==> src/rtl/dc_offset_consts.vh <==
// Purpose: Constants for the dc offset loop control block
// Assumes: APB byte address is four times the register index
// Notes:   Included by the estimator and top-level design files of the block
//
// Function
// - Hold set: freeze estimate, keep applying it
// - Hold clear: estimate keeps refining from samples
// - Span code 0000 gives 1M, doubling to 2G
// - Low-speed only when setting equals 11
// - Reset clears all three configuration registers
// - Correction runs only while dc-cancel enabled
// - Converge to mid-code plus signed 6-bit shift
// - Digital path disabled bypasses offset correction
`ifndef DC_OFFSET_CONSTS_VH
`define DC_OFFSET_CONSTS_VH

// ----------------------------------------
// Register indexes (byte address = 4 x index)
// ----------------------------------------
`define LOOP_CTRL_INDEX 8'hCF
`define SPEED_CTRL_INDEX 8'hDF
`define PATH_CTRL_INDEX 8'hE0
`define STATUS_INDEX 8'hE1

// ----------------------------------------
// Field layout and reset values
// ----------------------------------------
`define REG_RESET 8'h00
`define LOOP_CTRL_WMASK 8'hBC
`define SPEED_CTRL_WMASK 8'h03
`define HOLD_BIT 7
`define SPAN_MSB 5
`define SPAN_LSB 2
`define LOW_SPEED_ON 2'h3
`define CANCEL_BIT 0
`define PATH_BIT 1
`define SHIFT_MSB 13
`define SHIFT_LSB 8
`define SHIFT_RESET 6'h00

// ----------------------------------------
// Loop averaging span: 2^(BASE + code) cycles
// ----------------------------------------
`define SPAN_BASE 6'h14
`define SPAN_MAX_CODE 4'hB

`endif

==> src/rtl/offset_estimator.v <==
// Purpose: Accumulating dc offset estimator
// Assumes: One error sample per clock
// Notes:   Estimate is accumulator scaled by 2^-(20+code)
`timescale 1ns/1ps
`include "dc_offset_consts.vh"

module offset_estimator #(
    parameter EW = 17,
    parameter AW = 50
) (
    // Clock and reset
    input wire clk_sys,
    input wire nrst,
    // Control
    input wire run,
    input wire hold,
    input wire [3:0] span_code,
    // Data
    input wire signed [EW-1:0] err,
    output reg signed [EW-1:0] estimate_q
);

reg signed [AW-1:0] acc_q;
reg signed [AW-1:0] acc_d;
reg [3:0] code_eff;
reg [5:0] shift;
reg signed [AW-1:0] scaled;

always @* begin
    // Codes past the longest span act as the longest span
    if (span_code > `SPAN_MAX_CODE) begin
        code_eff = `SPAN_MAX_CODE;
    end else begin
        code_eff = span_code;
    end
    shift = `SPAN_BASE + {2'b00, code_eff};
    scaled = acc_q >>> shift;
    if (!run) begin
        acc_d = {AW{1'b0}};
    end else if (hold) begin
        acc_d = acc_q;
    end else begin
        acc_d = acc_q + {{(AW-EW){err[EW-1]}}, err};
    end
end

always @(posedge clk_sys or negedge nrst) begin
    if (!nrst) begin
        acc_q <= {AW{1'b0}};
        estimate_q <= {EW{1'b0}};
    end else begin
        acc_q <= acc_d;
        if (!run) begin
            estimate_q <= {EW{1'b0}};
        end else if (!hold) begin
            estimate_q <= scaled[EW-1:0];
        end
    end
end

endmodule // offset_estimator

==> src/rtl/correction_stage.v <==
// Purpose: Applies the offset estimate to each sample
// Assumes: Offset-binary samples, W bits
// Notes:   Result saturates to the code range
`timescale 1ns/1ps

module correction_stage #(
    parameter W = 14,
    parameter EW = 17
) (
    // Clock and reset
    input wire clk_sys,
    input wire nrst,
    // Control
    input wire apply,
    // Data
    input wire [W-1:0] sample,
    input wire signed [EW-1:0] estimate,
    output reg [W-1:0] out_q
);

function [W-1:0] saturate;
    input signed [EW-1:0] v;
    begin
        if (v < 0) begin
            saturate = {W{1'b0}};
        end else if (v > $signed({{(EW-W){1'b0}}, {W{1'b1}}})) begin
            saturate = {W{1'b1}};
        end else begin
            saturate = v[W-1:0];
        end
    end
endfunction

wire signed [EW-1:0] diff;
assign diff = $signed({{(EW-W){1'b0}}, sample}) - estimate;

always @(posedge clk_sys or negedge nrst) begin
    if (!nrst) begin
        out_q <= {W{1'b0}};
    end else if (apply) begin
        out_q <= saturate(diff);
    end else begin
        out_q <= sample;
    end
end

endmodule // correction_stage

==> src/rtl/dc_offset_loop_control.v <==
// Purpose: Dc offset correction loop with APB configuration
// Assumes: One sample per clk_sys edge, offset-binary code
// Notes:   Zero-wait APB slave, answer in first access cycle
//
// Register access over APB was chosen for this implementation.
`timescale 1ns/1ps
`include "dc_offset_consts.vh"

module dc_offset_loop_control #(
    parameter W = 14
) (
    // Clock and reset
    input wire clk_sys,
    input wire nrst,
    // APB slave
    input wire psel,
    input wire penable,
    input wire pwrite,
    input wire [11:0] paddr,
    input wire [31:0] pwdata,
    output reg [31:0] prdata,
    output reg pready,
    output reg pslverr,
    // Sample stream
    input wire [W-1:0] sample_in,
    output wire [W-1:0] sample_out,
    // Mode outputs
    output reg low_speed_mode,
    output reg correction_active,
    output reg estimate_frozen
);

localparam EW = W + 3;
localparam AW = EW + 33;

// ----------------------------------------
// Address decode helpers
// ----------------------------------------
function hits;
    input [11:0] a;
    input [7:0] idx;
    begin
        hits = (a == {2'b00, idx, 2'b00});
    end
endfunction

function mapped;
    input [11:0] a;
    begin
        mapped = hits(a, `LOOP_CTRL_INDEX) |
            hits(a, `SPEED_CTRL_INDEX) |
            hits(a, `PATH_CTRL_INDEX) |
            hits(a, `STATUS_INDEX);
    end
endfunction

// ----------------------------------------
// Configuration state
// ----------------------------------------
reg [7:0] loop_ctrl_q;
reg [7:0] speed_ctrl_q;
reg cancel_en_q;
reg path_en_q;
reg [5:0] shift_q;
reg [W-1:0] sample_q;

wire setup_phase;
wire access_wr;
wire signed [EW-1:0] estimate;
wire run;
wire hold;
wire [3:0] span_code;

assign setup_phase = psel & ~penable;
// Write lands only on the edge where pready is seen high
assign access_wr = psel & penable & pready & pwrite & ~pslverr;

// ----------------------------------------
// Register writes
// ----------------------------------------
always @(posedge clk_sys or negedge nrst) begin
    if (!nrst) begin
        loop_ctrl_q <= `REG_RESET;
        speed_ctrl_q <= `REG_RESET;
        cancel_en_q <= 1'b0;
        path_en_q <= 1'b0;
        shift_q <= `SHIFT_RESET;
    end else if (access_wr) begin
        // Reserved bits are dropped, so they always read zero
        if (hits(paddr, `LOOP_CTRL_INDEX)) begin
            loop_ctrl_q <= pwdata[7:0] & `LOOP_CTRL_WMASK;
        end
        if (hits(paddr, `SPEED_CTRL_INDEX)) begin
            speed_ctrl_q <= pwdata[7:0] & `SPEED_CTRL_WMASK;
        end
        if (hits(paddr, `PATH_CTRL_INDEX)) begin
            cancel_en_q <= pwdata[`CANCEL_BIT];
            path_en_q <= pwdata[`PATH_BIT];
            shift_q <= pwdata[`SHIFT_MSB:`SHIFT_LSB];
        end
    end
end

// ----------------------------------------
// APB answer
// ----------------------------------------
reg [31:0] rd_word;

always @* begin
    rd_word = 32'h00000000;
    if (hits(paddr, `LOOP_CTRL_INDEX)) begin
        rd_word[7:0] = loop_ctrl_q;
    end
    if (hits(paddr, `SPEED_CTRL_INDEX)) begin
        rd_word[7:0] = speed_ctrl_q;
    end
    if (hits(paddr, `PATH_CTRL_INDEX)) begin
        rd_word[`CANCEL_BIT] = cancel_en_q;
        rd_word[`PATH_BIT] = path_en_q;
        rd_word[`SHIFT_MSB:`SHIFT_LSB] = shift_q;
    end
    if (hits(paddr, `STATUS_INDEX)) begin
        rd_word[0] = low_speed_mode;
        rd_word[1] = correction_active;
        rd_word[2] = estimate_frozen;
        // Only the low 16 estimate bits fit the word
        rd_word[31:16] = estimate[15:0];
    end
end

always @(posedge clk_sys or negedge nrst) begin
    if (!nrst) begin
        prdata <= 32'h00000000;
        pready <= 1'b0;
        pslverr <= 1'b0;
    end else if (setup_phase) begin
        // Answer prepared in setup so every APB output is a flop
        pready <= 1'b1;
        pslverr <= ~mapped(paddr);
        if (!pwrite) begin
            prdata <= rd_word;
        end else begin
            prdata <= 32'h00000000;
        end
    end else begin
        pready <= 1'b0;
        pslverr <= 1'b0;
    end
end

// ----------------------------------------
// Loop control decode
// ----------------------------------------
// Hold has no effect unless cancel enable and path enable are both set
assign run = cancel_en_q & path_en_q;
assign hold = loop_ctrl_q[`HOLD_BIT];
assign span_code = loop_ctrl_q[`SPAN_MSB:`SPAN_LSB];

always @(posedge clk_sys or negedge nrst) begin
    if (!nrst) begin
        low_speed_mode <= 1'b0;
        correction_active <= 1'b0;
        estimate_frozen <= 1'b0;
    end else begin
        low_speed_mode <= (speed_ctrl_q[1:0] == `LOW_SPEED_ON);
        correction_active <= run;
        estimate_frozen <= run & hold;
    end
end

// ----------------------------------------
// Loop error: corrected sample minus settle target
// ----------------------------------------
wire signed [EW-1:0] mid_code;
wire signed [EW-1:0] target;
wire signed [EW-1:0] corrected;
wire signed [EW-1:0] err;

assign mid_code = $signed({{(EW-W){1'b0}}, 1'b1, {(W-1){1'b0}}});
assign target = mid_code + {{(EW-6){shift_q[5]}}, shift_q};
assign corrected = $signed({{(EW-W){1'b0}}, sample_q}) - estimate;
// Unsaturated value keeps the loop linear near the rails
assign err = corrected - target;

always @(posedge clk_sys or negedge nrst) begin
    if (!nrst) begin
        sample_q <= {W{1'b0}};
    end else begin
        sample_q <= sample_in;
    end
end

// ----------------------------------------
// Estimator and correction
// ----------------------------------------
offset_estimator #(
    .EW(EW),
    .AW(AW)
) u_est (
    .clk_sys(clk_sys),
    .nrst(nrst),
    .run(run),
    .hold(hold),
    .span_code(span_code),
    .err(err),
    .estimate_q(estimate)
);

correction_stage #(
    .W(W),
    .EW(EW)
) u_corr (
    .clk_sys(clk_sys),
    .nrst(nrst),
    .apply(run),
    .sample(sample_q),
    .estimate(estimate),
    .out_q(sample_out)
);

endmodule // dc_offset_loop_control

==> config.mk <==
export PLATFORM = sky130hd
export DESIGN_NAME = dc_offset_loop_control
export DESIGN_NICKNAME = d
export VERILOG_FILES = /design/src/rtl/offset_estimator.v /design/src/rtl/correction_stage.v /design/src/rtl/dc_offset_loop_control.v
export VERILOG_INCLUDE_DIRS = /design/src /design/src/rtl
export SDC_FILE = /design/constraint.sdc
export NUM_CORES = 1
export LEC_CHECK = 0
export BUFFER_PORTS_ARGS = -buffer_cell sky130_fd_sc_hd__buf_2
export CELL_PAD_IN_SITES_DETAIL_PLACEMENT = 1
export CELL_PAD_IN_SITES_GLOBAL_PLACEMENT = 1
export CORE_ASPECT_RATIO = 1.75
export CORE_MARGIN = 5
export CORE_UTILIZATION = 25
export DETAILED_ROUTE_END_ITERATION = 16
export PLACE_DENSITY_LB_ADDON = 0.1
export SKIP_LAST_GASP = 1
export SYNTH_ARGS = -nofsm -noshare
export SYNTH_HDL_FRONTEND = slang
export SYNTH_HIERARCHICAL = 1
export SYNTH_SLANG_ARGS = --single-unit
==> constraint.sdc <==
create_clock -name clk_sys -period 13.5 [get_ports clk_sys]
set_clock_uncertainty 0.2 [all_clocks]
set_input_delay 0.675 -clock clk_sys [delete_from_list [all_inputs] [get_ports clk_sys]]
set_output_delay 0.675 -clock clk_sys [all_outputs]
set_load 0.02 [all_outputs]
; ---- Word-level counts from Yosys, hierarchy flattened
; Index checks and enable logic that the tools add are counted.
[op_classes]
add_sub_neg = 5
order_cmp = 3
eq_ne = 6
shift = 1
n_mux = 17
bitwise = 13
n_reduce_logical = 3
[ops]
columns = cell, n
row1 = $mux 50, 2
row2 = $add 50x50->50, 1
row3 = $sshr 50x6->17, 1
row4 = $eq 12x10->1 const B, 4
row5 = $mux 14, 3
row6 = $mux 17, 2
row7 = $mux 32, 1
row8 = $gt 17x15->1 const B, 1
row9 = $lt 17x1->1 const B, 1
row10 = $sub 15x17->17, 1
row11 = $sub 17x16->17, 1
row12 = $add 15x6->16 const A, 1
row13 = $mux 16, 1
row14 = $mux 8, 2
row15 = $and 1x1->1, 7
row16 = $add 5x4->6 const A, 1
row17 = $mux 6, 1
row18 = $reduce_and 2->1, 3
row19 = $gt 4x4->1 const B, 1
row20 = $mux 4, 1
row21 = $mux 3, 1
row22 = $not 1->1, 3
row23 = $or 1x1->1, 3
row24 = $eq 2x2->1 const B, 1
row25 = 3 further kinds, 4
[totals]
register_bits = 147
in_bits = 63
output_inout_bits = 51
elab_cells = 63

; ---- Logic depth before layout (Yosys ltp)
[depth]
word_depth = 6
depth_mapped = 22
ltp_nobuf = 21

; ---- Hierarchy
; Netlist, hierarchy kept.
[modules_own_cells]
columns = mod, n_inst, cells_each, area_each_um2, seq_area_each_um2
row1 = offset_estimator, 1, 758, 6317.3, 1626.6
row2 = dc_offset_loop_control, 1, 322, 3646.0, 1576.5
row3 = correction_stage, 1, 145, 1387.6, 350.3

; ---- Worst setup path before layout
; No wires, ideal clock.
[synth_path]
path_type = register to register
from = register shift_q[2]
to = register u_est.acc_q[45]
setup_time_ns = 0.069
arrival_time_ns = 6.778
required_ns = 13.231
path_slack_ns = 6.453
path_stages_with_launch = 22
path_buffers = 1
synth_period_minus_slack_ns = 7.047
cell_sequence = dfrtp_1 -> fa_1 -> inv_1 -> ha_1 -> ha_1 -> fa_1 -> a211oi_1 -> nor2_1 -> a31oi_1 -> a31oi_1 -> xnor2_1 -> ha_1 -> buf_2 -> nand2_1 -> nor3_2 -> or4b_1 -> a21oi_2 -> o2111ai_4 -> o41ai_4 -> a31oi_1 -> or4b_1 -> nand3_1
[synth_between]
elab_chain_cells = 5
[synth_lines]
columns = item, line_no
row1 = from (decl), dc_offset_loop_control.v:64  ; reg [5:0] shift_q;
row2 = from (signal assigned), dc_offset_loop_control.v:87  ; shift_q <= `SHIFT_RESET;
row3 = from (signal assigned), dc_offset_loop_control.v:99  ; shift_q <= pwdata[`SHIFT_MSB:`SHIFT_LSB];
row4 = $add 15x6->16, dc_offset_loop_control.v:180  ; assign target = mid_code + {{(EW-6){shift_q[5]}}, shift_q};
row5 = $sub 17x16->17, dc_offset_loop_control.v:183  ; assign err = corrected - target;
row6 = via err[16], dc_offset_loop_control.v:177  ; wire signed [EW-1:0] err;
row7 = $add 50x50->50, offset_estimator.v:43  ; acc_d = acc_q + {{(AW-EW){err[EW-1]}}, err};
row8 = $mux 50, offset_estimator.v:40  ; end else if (hold) begin
row9 = $mux 50, offset_estimator.v:38  ; if (!run) begin
row10 = to (signal assigned), offset_estimator.v:49  ; acc_q <= {AW{1'b0}};
row11 = to (decl), offset_estimator.v:23  ; reg signed [AW-1:0] acc_q;
; The timed path passes the listed nets, and every way through them passes these cells. The select of a mux whose other input is x is not followed.
; A chain may end at the register's enable or synchronous reset.

; ---- Worst setup path in the final report
; Same ends and word-level chain as after synthesis.

==> results by group <==
Clock network
  – Maximum clock path buffer count: 2
  – CTS tree: yes
  – Hold_buf cts: 0
  – Total CTS buffers: 17
  – Post_cts resized: 0
  – Root Buffer: clkbuf_16
  – H-Tree Level Count: 4
  – CTS Sinks: about 140
  – Clock transition at path regs: roughly 80 ps
  – Postcts setup bufs: 0
  – Clk Latency, worst-skew pair: 470 ps

Logic synthesis
  – Post-synthesis area per instance: 9.266 sq um
  – Synth Register Bits: between 100 and 150
  – Area share of the largest cell type after synthesis: 0.3131
  – Post-synth top flop: dfrtp_1
  – Post-Syn Instances: about 1.2k
  – Number of synthesized flops with an enable pin: 0
  – Cell accounting for the most synthesized area: dfrtp_1
  – Post-synthesis sequential area ratio: 0.3131
  – Synth Cell Area: about 0.011 sq mm
  – Synth unique cells: between 80 and 90
  – Largest cells by area after synthesis: dfrtp_1, ha_1, a21oi_1
  – Asr flop ratio synth: 1.000
  – Syn. warnings: 6

Critical path
  – Worst R2R Start: shift_q[2]$_DFFE_PN0P_
  – Data required, critical path: 13700 ps
  – Crit-path max FO: 32
  – Crit Reg-Reg Endpoint: u_est/acc_q[45]$_DFFE_PN0P_
  – Critical path type: flip-flop to flip-flop
  – Crit path buf inv count: 2
  – CP Launch Point: shift_q[2]$_DFFE_PN0P_
  – CP max stage delay: approximately 560 ps
  – CP arrival: roughly 7200 ps
  – Type of origin of the critical path: flip-flop
  – Worst reg2reg path depth: 21
  – Levels on crit path: 21
  – CP endpoint: u_est/acc_q[45]$_DFFE_PN0P_
  – Top delay family on crit path: compound AO/OA/AOI/OAI gates
  – Crit-path slowest cell: fa_1
  – Crit. End Element: flip-flop
  – Critical Path, Cell by Cell: fa_1, inv_1, ha_1, ha_1, fa_1, a211oi_1, nor2_1, a31oi_1, a31oi_1, xnor2_2, buf_4, ha_1, nand2_1, nor3_2, or4b_1, a21oi_2, o2111ai_4, o41ai_4, a31oi_1, or4b_1, nand3_1
  – Reg2Reg Setup Slack: approximately 6600 ps

Drt
  – Via density: 4.974
  – Met3 WL post-DR: 854 um
  – ANT nets after route: 0
  – Initial DRC count: ~320
  – Via count: slightly above 9k
  – Top routing layer in use: met4
  – DRC violations left: 0
  – DRT met1 WL: 13990 um
  – TritonRoute pass-1 iters: 4
  – Drt total wl: about 37000 um
  – WL/cell: 19.66 um
  – Routed length on met2: approximately 21000 um

Power and ir drop
  – Max IR drop VDD: ~0.00009 V
  – Clock power frac: 0.452
  – Final Power: between 1000 and 1500 uW
  – Comb pwr share: 0.177
  – Sw frac: 0.3111
  – PwrDens: between 80 and 90 mW/mm^2
  – Power Internal: approximately 800 uW
  – Seq pwr share: 0.371
  – Net Switching: about 360 uW
  – Leakage: 0.006195 uW

Placed design
  – RePlAce Congestion: between 0.7 and 0.8
  – Placed wire-length estimate: roughly 29000 um
  – Number of buffers added on ports: 91

Timing
  – Final Setup Violations: 0
  – RSZ-0062 raised after global routing: false
  – Fin crit share: 0.5147
  – Fin. Hold Viols: 0
  – Post-layout min period: 6948 ps
  – Worst slew pin tran: around 1100 ps
  – Setup TNS: 0 ps
  – FMAX: 143.9 MHz
  – Rel. slew slack: 0.2590
  – Slew Viols, Final: 0

Cells and area
  – Layout cells sized above 1: 0.1433
  – Nets@finish: between 1k and 1.5k
  – Area grow syn2layout: 14.51%
  – Reg area: roughly 0.0036 sq mm
  – # diodes: 0
  – Commonest non-fill, non-tap cell in the layout: dfrtp_1
  – Fill cells: 5260
  – Area of the multi-input gates: just over 0.007 sq mm
  – Most frequent cells in the layout: dfrtp_1, nand2_1, ha_1

Global routing
  – Initial antenna violation count: 0
  – Vias in the first global route: between 10k and 15k
  – Largest net degree at the start of global routing: 77
  – All-Layer GR Usage: 0.1500
  – First-pass GRT wire length: 58100 um
  – Gr ovfl total: 0

Die
  – FP Rows: between 100 and 150
  – Die H: 291.9 um
  – I/O pin total: roughly 110
  – Starting density of the core: 0.2517
  – Core Region: approximately 0.045 sq mm
  – Die area: 0.04993 sq mm
  – Chip width: 171.1 um

Status
  – Status: completed

Worst hold path
  – Worst Hold Class: primary input to asynchronous set/reset pin

Job
  – # Max-Cap Violations: 0
==> routing by layer <==
layer / track usage / vias to the layer above
met1: 0.1567 / 4633
met5: 0 / -
met3: 0.01761 / 39
met4: 0.06169 / 0
li1: - / 4544
met2: 0.2950 / 111
==> synth_stat cells, types with 37 or more instances <==
library cell and count:
mux2i_1 42, a21oi_1 85, dfrtp_1 142, clkbuf_1 47
nand2_1 113, ha_1 94, inv_1 74, xnor2_1 37
and2_1 52, a21o_1 43, o21ai_0 80, nor2_1 62
==> registers in the layout, summed over array words and instances (netlist names) <==
register,cells
pslverr,1
cancel_en_q,1
shift_q,6
correction_active,1
u_corr/out_q,14
pready,1
sample_q,14
low_speed_mode,1
estimate_frozen,1
u_est/estimate_q,17
speed_ctrl_q,2
u_est/acc_q,48
loop_ctrl_q,5
prdata,29
path_en_q,1
==> area by class of cell <==
class,count,share of cell area
Timing Repair Buffer,103,0.04245
Tap cell,577,0.05554
Inverter,74,0.02137
Multi-Input combinational cell,947,0.5589
Clock buffer,18,0.03302
Clock inverter,14,0.01502
Sequential cell,142,0.2737
==> logic make-up after synthesis <==
group           Yosys count  synth area share
fa+ha+maj               111            0.1336
simple gates            338            0.1523
xor+xnor                 64           0.04938
mux                      73           0.08532
other cells               1         0.0003304
buf+inv                 138           0.04971
flops                   142            0.3131
compound gates          358            0.2163
==> power groups by stage <==
stage	Sequential, uW	Clock (uW)	Combinational (uW)
floorplan	444	0	145
global placement	441	0	208
detailed placement	441	0	210
CTS	433	547	210
global route	433	559	235
finish	433	527	207
==> through the flow <==
stage / cell area [sq um] / util / std cells / setup WS (ps) / hold slack, ps
detailed placement: 12370 / 0.2743 / 1843 / 6392 / 288.1
global route: 13000 / 0.2882 / 1875 / 6028 / 100.5
floorplan: 11360 / - / 1227 / 6453 / 179.4
CTS: 13000 / 0.2882 / 1875 / 6365 / 83.46
finish: 13000 / 0.2882 / 1875 / 6552 / 68.07
global placement: 12370 / 0.2743 / 1843 / 6393 / 286.1
==> worst min-delay path by stage <==
stage                     startpoint                          end  slack (ps)  cells past startpoint
3_3_place_gp   prdata[1]$_DFFE_PN0P_        prdata[1]$_DFFE_PN0P_         290                      1
3_5_place_dp   prdata[3]$_DFFE_PN0P_        prdata[3]$_DFFE_PN0P_         290                      1
4_1_cts                sample_in[12]       sample_q[12]$_DFF_PN0_          80                      1
6_report                        nrst  u_est/acc_q[17]$_DFFE_PN0P_          70                      1
5_1_grt                sample_in[12]       sample_q[12]$_DFF_PN0_         100                      1
2_1_floorplan                   nrst      cancel_en_q$_DFFE_PN0P_         180                      0
Note: power is estimated with default switching activity, not from simulation.
